$ cat src/iorsa_pkg.sv
package iorsa_pkg;

    localparam int unsigned IORSA_DATA_W = 8;
    localparam int unsigned IORSA_IO_ADDR_W = 6;

    // Reachable windows
    localparam logic [7:0] IORSA_IO_LAST = 8'h3f;
    localparam logic [7:0] IORSA_BIT_LAST = 8'h1f;
    localparam logic [7:0] IORSA_DATA_OFFSET = 8'h20;
    localparam logic [7:0] IORSA_EXT_FIRST = 8'h60;
    localparam logic [7:0] IORSA_EXT_LAST = 8'hff;
    localparam int unsigned IORSA_IO_LOCATIONS = 64;

    // I/O addresses
    localparam logic [5:0] IORSA_PORT_B_PIN_INPUT = 6'h03;
    localparam logic [5:0] IORSA_PORT_B_DIRECTION = 6'h04;
    localparam logic [5:0] IORSA_PORT_B_OUTPUT = 6'h05;
    localparam logic [5:0] IORSA_PORT_C_PIN_INPUT = 6'h06;
    localparam logic [5:0] IORSA_PORT_C_DIRECTION = 6'h07;
    localparam logic [5:0] IORSA_PORT_C_OUTPUT = 6'h08;
    localparam logic [5:0] IORSA_PORT_D_PIN_INPUT = 6'h09;
    localparam logic [5:0] IORSA_PORT_D_DIRECTION = 6'h0a;
    localparam logic [5:0] IORSA_PORT_D_OUTPUT = 6'h0b;
    localparam logic [5:0] IORSA_TIMER0_IRQ_FLAGS = 6'h15;
    localparam logic [5:0] IORSA_TIMER1_IRQ_FLAGS = 6'h16;
    localparam logic [5:0] IORSA_TIMER2_IRQ_FLAGS = 6'h17;
    localparam logic [5:0] IORSA_PIN_CHANGE_IRQ_FLAGS = 6'h1b;
    localparam logic [5:0] IORSA_EXTERNAL_IRQ_FLAGS = 6'h1c;
    localparam logic [5:0] IORSA_EXTERNAL_IRQ_MASK = 6'h1d;

    // Implemented bit masks
    localparam logic [7:0] IORSA_PORT_B_MASK = 8'hff;
    localparam logic [7:0] IORSA_PORT_C_MASK = 8'h7f;
    localparam logic [7:0] IORSA_PORT_D_MASK = 8'hff;
    localparam logic [7:0] IORSA_TIMER0_MASK = 8'h07;
    localparam logic [7:0] IORSA_TIMER1_MASK = 8'h27;
    localparam logic [7:0] IORSA_TIMER2_MASK = 8'h07;
    localparam logic [7:0] IORSA_PIN_CHANGE_MASK = 8'h07;
    localparam logic [7:0] IORSA_EXT_IRQ_MASK = 8'h03;

    // Reset values
    localparam logic [7:0] IORSA_REG_RESET = 8'h00;

    typedef enum logic [7:0] {
        IORSA_CMD_NONE = 8'h00,
        IORSA_CMD_IO_READ = 8'h01,
        IORSA_CMD_IO_WRITE = 8'h02,
        IORSA_CMD_DATA_LOAD = 8'h04,
        IORSA_CMD_DATA_STORE = 8'h08,
        IORSA_CMD_SET_BIT = 8'h10,
        IORSA_CMD_CLEAR_BIT = 8'h20,
        IORSA_CMD_SKIP_IF_SET = 8'h40,
        IORSA_CMD_SKIP_IF_CLEAR = 8'h80
    } iorsa_cmd_t;

    typedef struct packed {
        logic valid;
        iorsa_cmd_t cmd;
        logic [7:0] addr;
        logic [2:0] bit_sel;
        logic [7:0] wdata;
    } iorsa_req_t;

    typedef struct packed {
        logic valid;
        logic [7:0] rdata;
        logic skip;
        logic refused;
        logic ext_hit;
    } iorsa_resp_t;

    typedef struct packed {
        logic [7:0] b;
        logic [7:0] c;
        logic [7:0] d;
    } iorsa_port_t;

    typedef struct packed {
        logic [7:0] timer0;
        logic [7:0] timer1;
        logic [7:0] timer2;
        logic [7:0] pin_change;
        logic [7:0] external;
    } iorsa_flags_t;

endpackage

$ cat src/iorsa_bank.sv
`timescale 1ns/1ps
// How it works
// - Bit set and clear reach only I/O addresses 0x00 to 0x1F.
// - Skip tests of one bit work on the bit-accessible registers.
// - Interrupt flags clear on a written one; a written zero keeps them.
// - Bit set or clear touches only the addressed bit; a bit set on a flag register clears just that flag.
// - I/O read and write instructions use I/O addresses 0x00 to 0x3F.
// - Load and store reach each I/O register at its address plus 0x20.
// - Data addresses 0x60 to 0xFF are reachable only by load and store.
// - The I/O instruction address field holds exactly 64 locations.
module iorsa_bank (
    // Clock and reset
    input wire logic clk_in,
    input wire logic reset_n_in,
    // Core access
    input wire iorsa_pkg::iorsa_req_t req_in,
    output iorsa_pkg::iorsa_resp_t resp_out,
    // Port pins
    input wire iorsa_pkg::iorsa_port_t pin_in,
    output iorsa_pkg::iorsa_port_t port_drive_out,
    output iorsa_pkg::iorsa_port_t port_dir_out,
    // Flag events and state
    input wire iorsa_pkg::iorsa_flags_t flag_set_in,
    output iorsa_pkg::iorsa_flags_t flags_out,
    output logic [7:0] ext_irq_mask_out
);

    function automatic logic is_byte_write(input iorsa_pkg::iorsa_cmd_t cmd);
        is_byte_write = (cmd == iorsa_pkg::IORSA_CMD_IO_WRITE) ||
                        (cmd == iorsa_pkg::IORSA_CMD_DATA_STORE);
    endfunction

    function automatic logic [7:0] rw_next(input logic [7:0] old,
                                           input iorsa_pkg::iorsa_cmd_t cmd,
                                           input logic [7:0] bitm,
                                           input logic [7:0] wdata,
                                           input logic [7:0] mask);
        if (is_byte_write(cmd)) begin
            rw_next = wdata & mask;
        end else if (cmd == iorsa_pkg::IORSA_CMD_SET_BIT) begin
            rw_next = (old | bitm) & mask;
        end else if (cmd == iorsa_pkg::IORSA_CMD_CLEAR_BIT) begin
            rw_next = old & ~bitm & mask;
        end else begin
            rw_next = old;
        end
    endfunction

    // Ones written, as seen by a flag register
    function automatic logic [7:0] w1c_clear(input iorsa_pkg::iorsa_cmd_t cmd,
                                             input logic [7:0] bitm,
                                             input logic [7:0] wdata,
                                             input logic [7:0] mask);
        if (is_byte_write(cmd)) begin
            w1c_clear = wdata & mask;
        end else if (cmd == iorsa_pkg::IORSA_CMD_SET_BIT) begin
            // Only the addressed flag, others are not written back
            w1c_clear = bitm & mask;
        end else begin
            w1c_clear = 8'h00;
        end
    endfunction

    iorsa_pkg::iorsa_port_t pin_meta_q;
    iorsa_pkg::iorsa_port_t pin_sync_q;
    iorsa_pkg::iorsa_port_t drive_q;
    iorsa_pkg::iorsa_port_t dir_q;
    iorsa_pkg::iorsa_flags_t flags_q;
    logic [7:0] mask_q;
    iorsa_pkg::iorsa_resp_t resp_q;
    iorsa_pkg::iorsa_flags_t flag_clr;

    logic io_hit;
    logic ext_hit;
    logic refused;
    logic [5:0] io_idx;
    logic [7:0] bitm;
    logic [7:0] rd_val;
    logic [7:0] data_rel;
    iorsa_pkg::iorsa_cmd_t cmd;

    assign cmd = req_in.valid ? req_in.cmd : iorsa_pkg::IORSA_CMD_NONE;
    assign bitm = 8'h01 << req_in.bit_sel;
    assign data_rel = req_in.addr - iorsa_pkg::IORSA_DATA_OFFSET;

    // Address decode per access kind
    always_comb begin
        io_hit = 1'b0;
        ext_hit = 1'b0;
        refused = 1'b0;
        io_idx = 6'h00;
        case (cmd)
            iorsa_pkg::IORSA_CMD_IO_READ,
            iorsa_pkg::IORSA_CMD_IO_WRITE: begin
                // Six-bit field, 64 locations only
                if (req_in.addr > iorsa_pkg::IORSA_IO_LAST) begin
                    refused = 1'b1;
                end else begin
                    io_hit = 1'b1;
                    io_idx = req_in.addr[5:0];
                end
            end
            iorsa_pkg::IORSA_CMD_DATA_LOAD,
            iorsa_pkg::IORSA_CMD_DATA_STORE: begin
                if (req_in.addr < iorsa_pkg::IORSA_DATA_OFFSET) begin
                    refused = 1'b1;
                end else if (req_in.addr >= iorsa_pkg::IORSA_EXT_FIRST) begin
                    ext_hit = 1'b1;
                end else begin
                    io_hit = 1'b1;
                    io_idx = data_rel[5:0];
                end
            end
            iorsa_pkg::IORSA_CMD_SET_BIT,
            iorsa_pkg::IORSA_CMD_CLEAR_BIT,
            iorsa_pkg::IORSA_CMD_SKIP_IF_SET,
            iorsa_pkg::IORSA_CMD_SKIP_IF_CLEAR: begin
                if (req_in.addr > iorsa_pkg::IORSA_BIT_LAST) begin
                    refused = 1'b1;
                end else begin
                    io_hit = 1'b1;
                    io_idx = req_in.addr[5:0];
                end
            end
            default: begin
                io_hit = 1'b0;
            end
        endcase
    end

    // Read mux; anything not listed reads zero
    always_comb begin
        rd_val = 8'h00;
        if (!io_hit) begin
            rd_val = 8'h00;
        end else if (io_idx == iorsa_pkg::IORSA_PORT_B_PIN_INPUT) begin
            rd_val = pin_sync_q.b & iorsa_pkg::IORSA_PORT_B_MASK;
        end else if (io_idx == iorsa_pkg::IORSA_PORT_B_DIRECTION) begin
            rd_val = dir_q.b;
        end else if (io_idx == iorsa_pkg::IORSA_PORT_B_OUTPUT) begin
            rd_val = drive_q.b;
        end else if (io_idx == iorsa_pkg::IORSA_PORT_C_PIN_INPUT) begin
            rd_val = pin_sync_q.c & iorsa_pkg::IORSA_PORT_C_MASK;
        end else if (io_idx == iorsa_pkg::IORSA_PORT_C_DIRECTION) begin
            rd_val = dir_q.c;
        end else if (io_idx == iorsa_pkg::IORSA_PORT_C_OUTPUT) begin
            rd_val = drive_q.c;
        end else if (io_idx == iorsa_pkg::IORSA_PORT_D_PIN_INPUT) begin
            rd_val = pin_sync_q.d & iorsa_pkg::IORSA_PORT_D_MASK;
        end else if (io_idx == iorsa_pkg::IORSA_PORT_D_DIRECTION) begin
            rd_val = dir_q.d;
        end else if (io_idx == iorsa_pkg::IORSA_PORT_D_OUTPUT) begin
            rd_val = drive_q.d;
        end else if (io_idx == iorsa_pkg::IORSA_TIMER0_IRQ_FLAGS) begin
            rd_val = flags_q.timer0;
        end else if (io_idx == iorsa_pkg::IORSA_TIMER1_IRQ_FLAGS) begin
            rd_val = flags_q.timer1;
        end else if (io_idx == iorsa_pkg::IORSA_TIMER2_IRQ_FLAGS) begin
            rd_val = flags_q.timer2;
        end else if (io_idx == iorsa_pkg::IORSA_PIN_CHANGE_IRQ_FLAGS) begin
            rd_val = flags_q.pin_change;
        end else if (io_idx == iorsa_pkg::IORSA_EXTERNAL_IRQ_FLAGS) begin
            rd_val = flags_q.external;
        end else if (io_idx == iorsa_pkg::IORSA_EXTERNAL_IRQ_MASK) begin
            rd_val = mask_q;
        end
    end

    function automatic logic hit(input logic any, input logic [5:0] idx,
                                 input logic [5:0] off);
        hit = any && (idx == off);
    endfunction

    // Pin synchroniser, second stage is the only reader of the first
    always_ff @(posedge clk_in or negedge reset_n_in) begin
        if (!reset_n_in) begin
            pin_meta_q <= '0;
            pin_sync_q <= '0;
        end else begin
            pin_meta_q <= pin_in;
            pin_sync_q <= pin_meta_q;
        end
    end

    // Port output and direction registers; writes to unused addresses fall through
    always_ff @(posedge clk_in or negedge reset_n_in) begin
        if (!reset_n_in) begin
            drive_q <= {3{iorsa_pkg::IORSA_REG_RESET}};
            dir_q <= {3{iorsa_pkg::IORSA_REG_RESET}};
        end else begin
            if (hit(io_hit, io_idx, iorsa_pkg::IORSA_PORT_B_OUTPUT)) begin
                drive_q.b <= rw_next(drive_q.b, cmd, bitm, req_in.wdata,
                                     iorsa_pkg::IORSA_PORT_B_MASK);
            end
            if (hit(io_hit, io_idx, iorsa_pkg::IORSA_PORT_C_OUTPUT)) begin
                drive_q.c <= rw_next(drive_q.c, cmd, bitm, req_in.wdata,
                                     iorsa_pkg::IORSA_PORT_C_MASK);
            end
            if (hit(io_hit, io_idx, iorsa_pkg::IORSA_PORT_D_OUTPUT)) begin
                drive_q.d <= rw_next(drive_q.d, cmd, bitm, req_in.wdata,
                                     iorsa_pkg::IORSA_PORT_D_MASK);
            end
            if (hit(io_hit, io_idx, iorsa_pkg::IORSA_PORT_B_DIRECTION)) begin
                dir_q.b <= rw_next(dir_q.b, cmd, bitm, req_in.wdata,
                                   iorsa_pkg::IORSA_PORT_B_MASK);
            end
            if (hit(io_hit, io_idx, iorsa_pkg::IORSA_PORT_C_DIRECTION)) begin
                dir_q.c <= rw_next(dir_q.c, cmd, bitm, req_in.wdata,
                                   iorsa_pkg::IORSA_PORT_C_MASK);
            end
            if (hit(io_hit, io_idx, iorsa_pkg::IORSA_PORT_D_DIRECTION)) begin
                dir_q.d <= rw_next(dir_q.d, cmd, bitm, req_in.wdata,
                                   iorsa_pkg::IORSA_PORT_D_MASK);
            end
        end
    end

    // External interrupt enable mask
    always_ff @(posedge clk_in or negedge reset_n_in) begin
        if (!reset_n_in) begin
            mask_q <= iorsa_pkg::IORSA_REG_RESET;
        end else if (hit(io_hit, io_idx, iorsa_pkg::IORSA_EXTERNAL_IRQ_MASK)) begin
            mask_q <= rw_next(mask_q, cmd, bitm, req_in.wdata,
                              iorsa_pkg::IORSA_EXT_IRQ_MASK);
        end
    end

    // Ones that clear each flag register in this cycle
    always_comb begin
        flag_clr = '0;
        if (hit(io_hit, io_idx, iorsa_pkg::IORSA_TIMER0_IRQ_FLAGS)) begin
            flag_clr.timer0 = w1c_clear(cmd, bitm, req_in.wdata,
                                        iorsa_pkg::IORSA_TIMER0_MASK);
        end
        if (hit(io_hit, io_idx, iorsa_pkg::IORSA_TIMER1_IRQ_FLAGS)) begin
            flag_clr.timer1 = w1c_clear(cmd, bitm, req_in.wdata,
                                        iorsa_pkg::IORSA_TIMER1_MASK);
        end
        if (hit(io_hit, io_idx, iorsa_pkg::IORSA_TIMER2_IRQ_FLAGS)) begin
            flag_clr.timer2 = w1c_clear(cmd, bitm, req_in.wdata,
                                        iorsa_pkg::IORSA_TIMER2_MASK);
        end
        if (hit(io_hit, io_idx, iorsa_pkg::IORSA_PIN_CHANGE_IRQ_FLAGS)) begin
            flag_clr.pin_change = w1c_clear(cmd, bitm, req_in.wdata,
                                            iorsa_pkg::IORSA_PIN_CHANGE_MASK);
        end
        if (hit(io_hit, io_idx, iorsa_pkg::IORSA_EXTERNAL_IRQ_FLAGS)) begin
            flag_clr.external = w1c_clear(cmd, bitm, req_in.wdata,
                                          iorsa_pkg::IORSA_EXT_IRQ_MASK);
        end
    end

    // Sticky flags; an event in the clearing cycle survives the clear
    always_ff @(posedge clk_in or negedge reset_n_in) begin
        if (!reset_n_in) begin
            flags_q <= {5{iorsa_pkg::IORSA_REG_RESET}};
        end else begin
            flags_q.timer0 <= (flags_q.timer0 & ~flag_clr.timer0) |
                (flag_set_in.timer0 & iorsa_pkg::IORSA_TIMER0_MASK);
            flags_q.timer1 <= (flags_q.timer1 & ~flag_clr.timer1) |
                (flag_set_in.timer1 & iorsa_pkg::IORSA_TIMER1_MASK);
            flags_q.timer2 <= (flags_q.timer2 & ~flag_clr.timer2) |
                (flag_set_in.timer2 & iorsa_pkg::IORSA_TIMER2_MASK);
            flags_q.pin_change <= (flags_q.pin_change & ~flag_clr.pin_change) |
                (flag_set_in.pin_change & iorsa_pkg::IORSA_PIN_CHANGE_MASK);
            flags_q.external <= (flags_q.external & ~flag_clr.external) |
                (flag_set_in.external & iorsa_pkg::IORSA_EXT_IRQ_MASK);
        end
    end

    // Answer one cycle after the request, showing state before the write
    always_ff @(posedge clk_in or negedge reset_n_in) begin
        if (!reset_n_in) begin
            resp_q <= '0;
        end else begin
            resp_q.valid <= req_in.valid;
            resp_q.refused <= refused;
            resp_q.ext_hit <= ext_hit;
            if (cmd == iorsa_pkg::IORSA_CMD_IO_READ ||
                cmd == iorsa_pkg::IORSA_CMD_DATA_LOAD) begin
                resp_q.rdata <= rd_val;
            end else begin
                resp_q.rdata <= 8'h00;
            end
            if (cmd == iorsa_pkg::IORSA_CMD_SKIP_IF_SET) begin
                resp_q.skip <= io_hit && ((rd_val & bitm) != 8'h00);
            end else if (cmd == iorsa_pkg::IORSA_CMD_SKIP_IF_CLEAR) begin
                resp_q.skip <= io_hit && ((rd_val & bitm) == 8'h00);
            end else begin
                resp_q.skip <= 1'b0;
            end
        end
    end

    assign resp_out = resp_q;
    assign port_drive_out = drive_q;
    assign port_dir_out = dir_q;
    assign flags_out = flags_q;
    assign ext_irq_mask_out = mask_q;

endmodule

$ cat config.mk
export PLATFORM = sky130hd
export DESIGN_NAME = iorsa_bank
export DESIGN_NICKNAME = d
export VERILOG_FILES = /design/src/iorsa_pkg.sv /design/src/iorsa_bank.sv
export SDC_FILE = /design/constraint.sdc
export NUM_CORES = 1
export LEC_CHECK = 0
export BUFFER_PORTS_ARGS = -buffer_cell sky130_fd_sc_hd__buf_2
export CORE_MARGIN = 10
export CORE_UTILIZATION = 30
export CTS_CLUSTER_SIZE = 25
export DETAILED_ROUTE_END_ITERATION = 8
export HOLD_SLACK_MARGIN = 0.08
export PLACE_DENSITY = 0.59
export SYNTH_ARGS = -nofsm -noshare
export SYNTH_HDL_FRONTEND = slang
export SYNTH_SLANG_ARGS = --single-unit
$ cat constraint.sdc
create_clock -name clk_in -period 2.1 [get_ports clk_in]
set_input_delay 0.315 -clock clk_in [delete_from_list [all_inputs] [get_ports clk_in]]
set_output_delay 0.315 -clock clk_in [all_outputs]
set_load 0.03 [all_outputs]
==> run metrics <==
Yosys top cell by area=dfrtp_1; Reg-to-Reg Start=flags_out[8]; Initial Utilization=0.304; CP Launch Point=req_in[16]; Fillers=1858; number of synthesized flops with an enable pin=0; Commonest cells post-synth=dfrtp_1, nor2_1, o21ai_0; crit path DAT=2.78 ns; RSZ-0062 raised after global routing=yes; design area=10400 um2; GPL Wtd Cong=0.956; register area share after synthesis=0.492; #FFs+latches synth=121; Synth area leaders=dfrtp_1, o21ai_0, nor2_1, buf_4, a21oi_1; Max VDD drop=0.000541 V; Post-synth ARST share=1.00; clock tree sinks=121; Reg clk slew, reported paths=0.06 ns; Die Footprint=26600 um2; vias in the first global route=6724; worst skew pair latency=0.42 ns; cell row count=52; Slew Viols, Final=0; status=finished, violations left; failing checks=setup timing; port bufs=142; Worst setup EP type=flip-flop; DP Area=8590 um2; io pins=202; Yosys top cell area share=0.492; Period minus WS final=2.47 ns; CTS tree=yes; area grow syn2layout=69.3%; P_leak=0.00470 uW; Hold Crit Class=input pin to flip-flop; crit path to=resp_out[2]; Ant. Diodes=0; FF-to-FF setup slack=-0.30 ns; reg2reg path depth=10; vias per cell=5.07; Final nets=1113; final WL=26.4 mm; DIE WIDTH=163 um; most frequent cell after synthesis=dfrtp_1; Clock Path Buffers=2; Worst setup SP type=input pin; mapped cell area=6150 um2; Ys Warns=0; WP data required=2.41 ns; post-route ant nets=0; Achievable Freq=405 MHz; final number of setup-violating endpoints=4; DP Wirelength=20.4 mm; maximum capacitance violations=0; Final period util=1.17; P per Cell Area=598 nW/um2; Cells after Synth=643; Clock Skews=0.0111 ns; cell count after placement=1224; CTS HTree Levels=4; total power=6220 uW; first-pass GRT wire length=39.4 mm; Std-Cell Core Area=20200 um2; DRC viols=0; Worst Setup Path Type=input pin to flip-flop; pre-CTS WS=-0.955 ns; Avg Synthesized Cell Area=9.57 um2; actual slew at the worst max-slew pin=0.683 ns; post-layout util=0.515; All-Layer GR Usage=0.192; drt wl/cell=20.3 um; share of layout cells above drive strength 1=0.494; worst flop-to-flop path endpoint=resp_out[2]; crit path max fanout=8; Starting DRT DRC Count=438; first-pass iteration count of the detailed router=5; endpoints failing hold=0; grt ovf=0; Die Y=163 um; Synth cell types=69; total CTS buffers=17; Clk Tree Root Cell=clkbuf_16; Post-Layout Cell Count=1301; Slew HR=0.543; Main synth FF type=dfrtp_1; initial antenna violation count=0; final setup margin=-0.367 ns; Vias=6598; largest net degree at the start of global routing=48
[layout make-up]
class / instances / area (um2) / share of cell area
Clock buffer: 22 / 484 / 0.0465
Clock inverter: 9 / 139 / 0.0133
Multi-Input combinational cell: 479 / 3470 / 0.333
Timing Repair Buffer: 392 / 2920 / 0.281
Tap cell: 270 / 338 / 0.0324
Sequential cell: 121 / 3030 / 0.291
Inverter: 8 / 32.5 / 0.00312
[cells in the final DEF (no fill, tap or decap), drive strengths merged, types with 4 or more instances in the layout]
master       instances
nand2b              12
nor3                17
o21a                 4
o2bb2ai              5
a22o                 4
conb                33
nand3               15
o31ai               10
clkbuf              23
buf                356
inv                  9
xor2                 4
o22ai                8
nand4                4
a22oi               10
dlygate4sd3         35
o32ai                5
a21o                12
mux2i                7
a32o                 5
dfrtp              121
o21ai               70
o211a                4
o211ai               6
a31oi                5
nor2                72
and3                 5
a221oi               4
or3                  8
nand2               43
nor3b                4
nor4                 4
a21oi               43
mux2                 5
nor2b                8
[worst max-delay path, stage by stage]
cell	delay [ns]
buf_6	0.12
nor2b_1	0.14
o211a_1	0.27
buf_4	0.16
o21a_4	0.22
o211ai_1	0.16
buf_4	0.18
buf_6	0.11
o2bb2ai_1	0.06
a311o_1	0.31
nor3b_2	0.17
o31ai_2	0.27
a311o_1	0.21
a21oi_1	0.07
[cell families after synthesis]
kind of cell | synth area share
compound gates | 0.241
other cells | 0.000610
buf+inv | 0.0700
simple gates | 0.167
mux | 0.0205
flops | 0.492
xor+xnor | 0.00834
[report_power, final]
part | leakage, uW | internal (uW) | switching [uW]
Sequential | 0.00150 | 2380 | 21.4
Combinational | 0.00291 | 315 | 427
Clock | 0.000295 | 1990 | 1090
[metal layers]
layer / part of all wire / global-route usage / up-vias
met5: 0 / 0 / -
met1: 0.42 / 0.249 / 3213
li1: - / - / 3064
met4: 0.020 / 0.0684 / 0
met2: 0.48 / 0.310 / 285
met3: 0.079 / 0.0413 / 36
[worst min path at each step]
| stage | end | cells after the start | startpoint |
|---|---|---|---|
| global route | flags_out[29] | 2 | flag_set_in[29] |
| detailed placement | flags_out[33] | 1 | reset_n_in |
| global placement | resp_out[1] | 1 | reset_n_in |
| CTS | flags_out[1] | 2 | flag_set_in[1] |
| floorplan | asynchronous set/reset pin | 0 | reset_n_in |
| finish | flags_out[9] | 2 | flag_set_in[9] |
[repair_timing]
item / in CTS / in global routing
setup buffers: 5 / 6
hold endpoints to repair: 57 / 1
hold buffers: 34 / 1
gates cloned: 0 / 1
setup endpoints to repair: 45 / 55
gates resized for setup: 96 / 116
pin swaps: 33 / 35
[per-stage QoR]
step | TNS, ns | hold slack (ns)
floorplan | -5.74 | 0.0194
global placement | -32.09 | 0.263
detailed placement | -33.29 | 0.274
CTS | -0.451 | 0.0809
global route | -1.40 | 0.0876
finish | -0.450 | 0.0956
No activity file was read; power rests on OpenSTA's default activity.
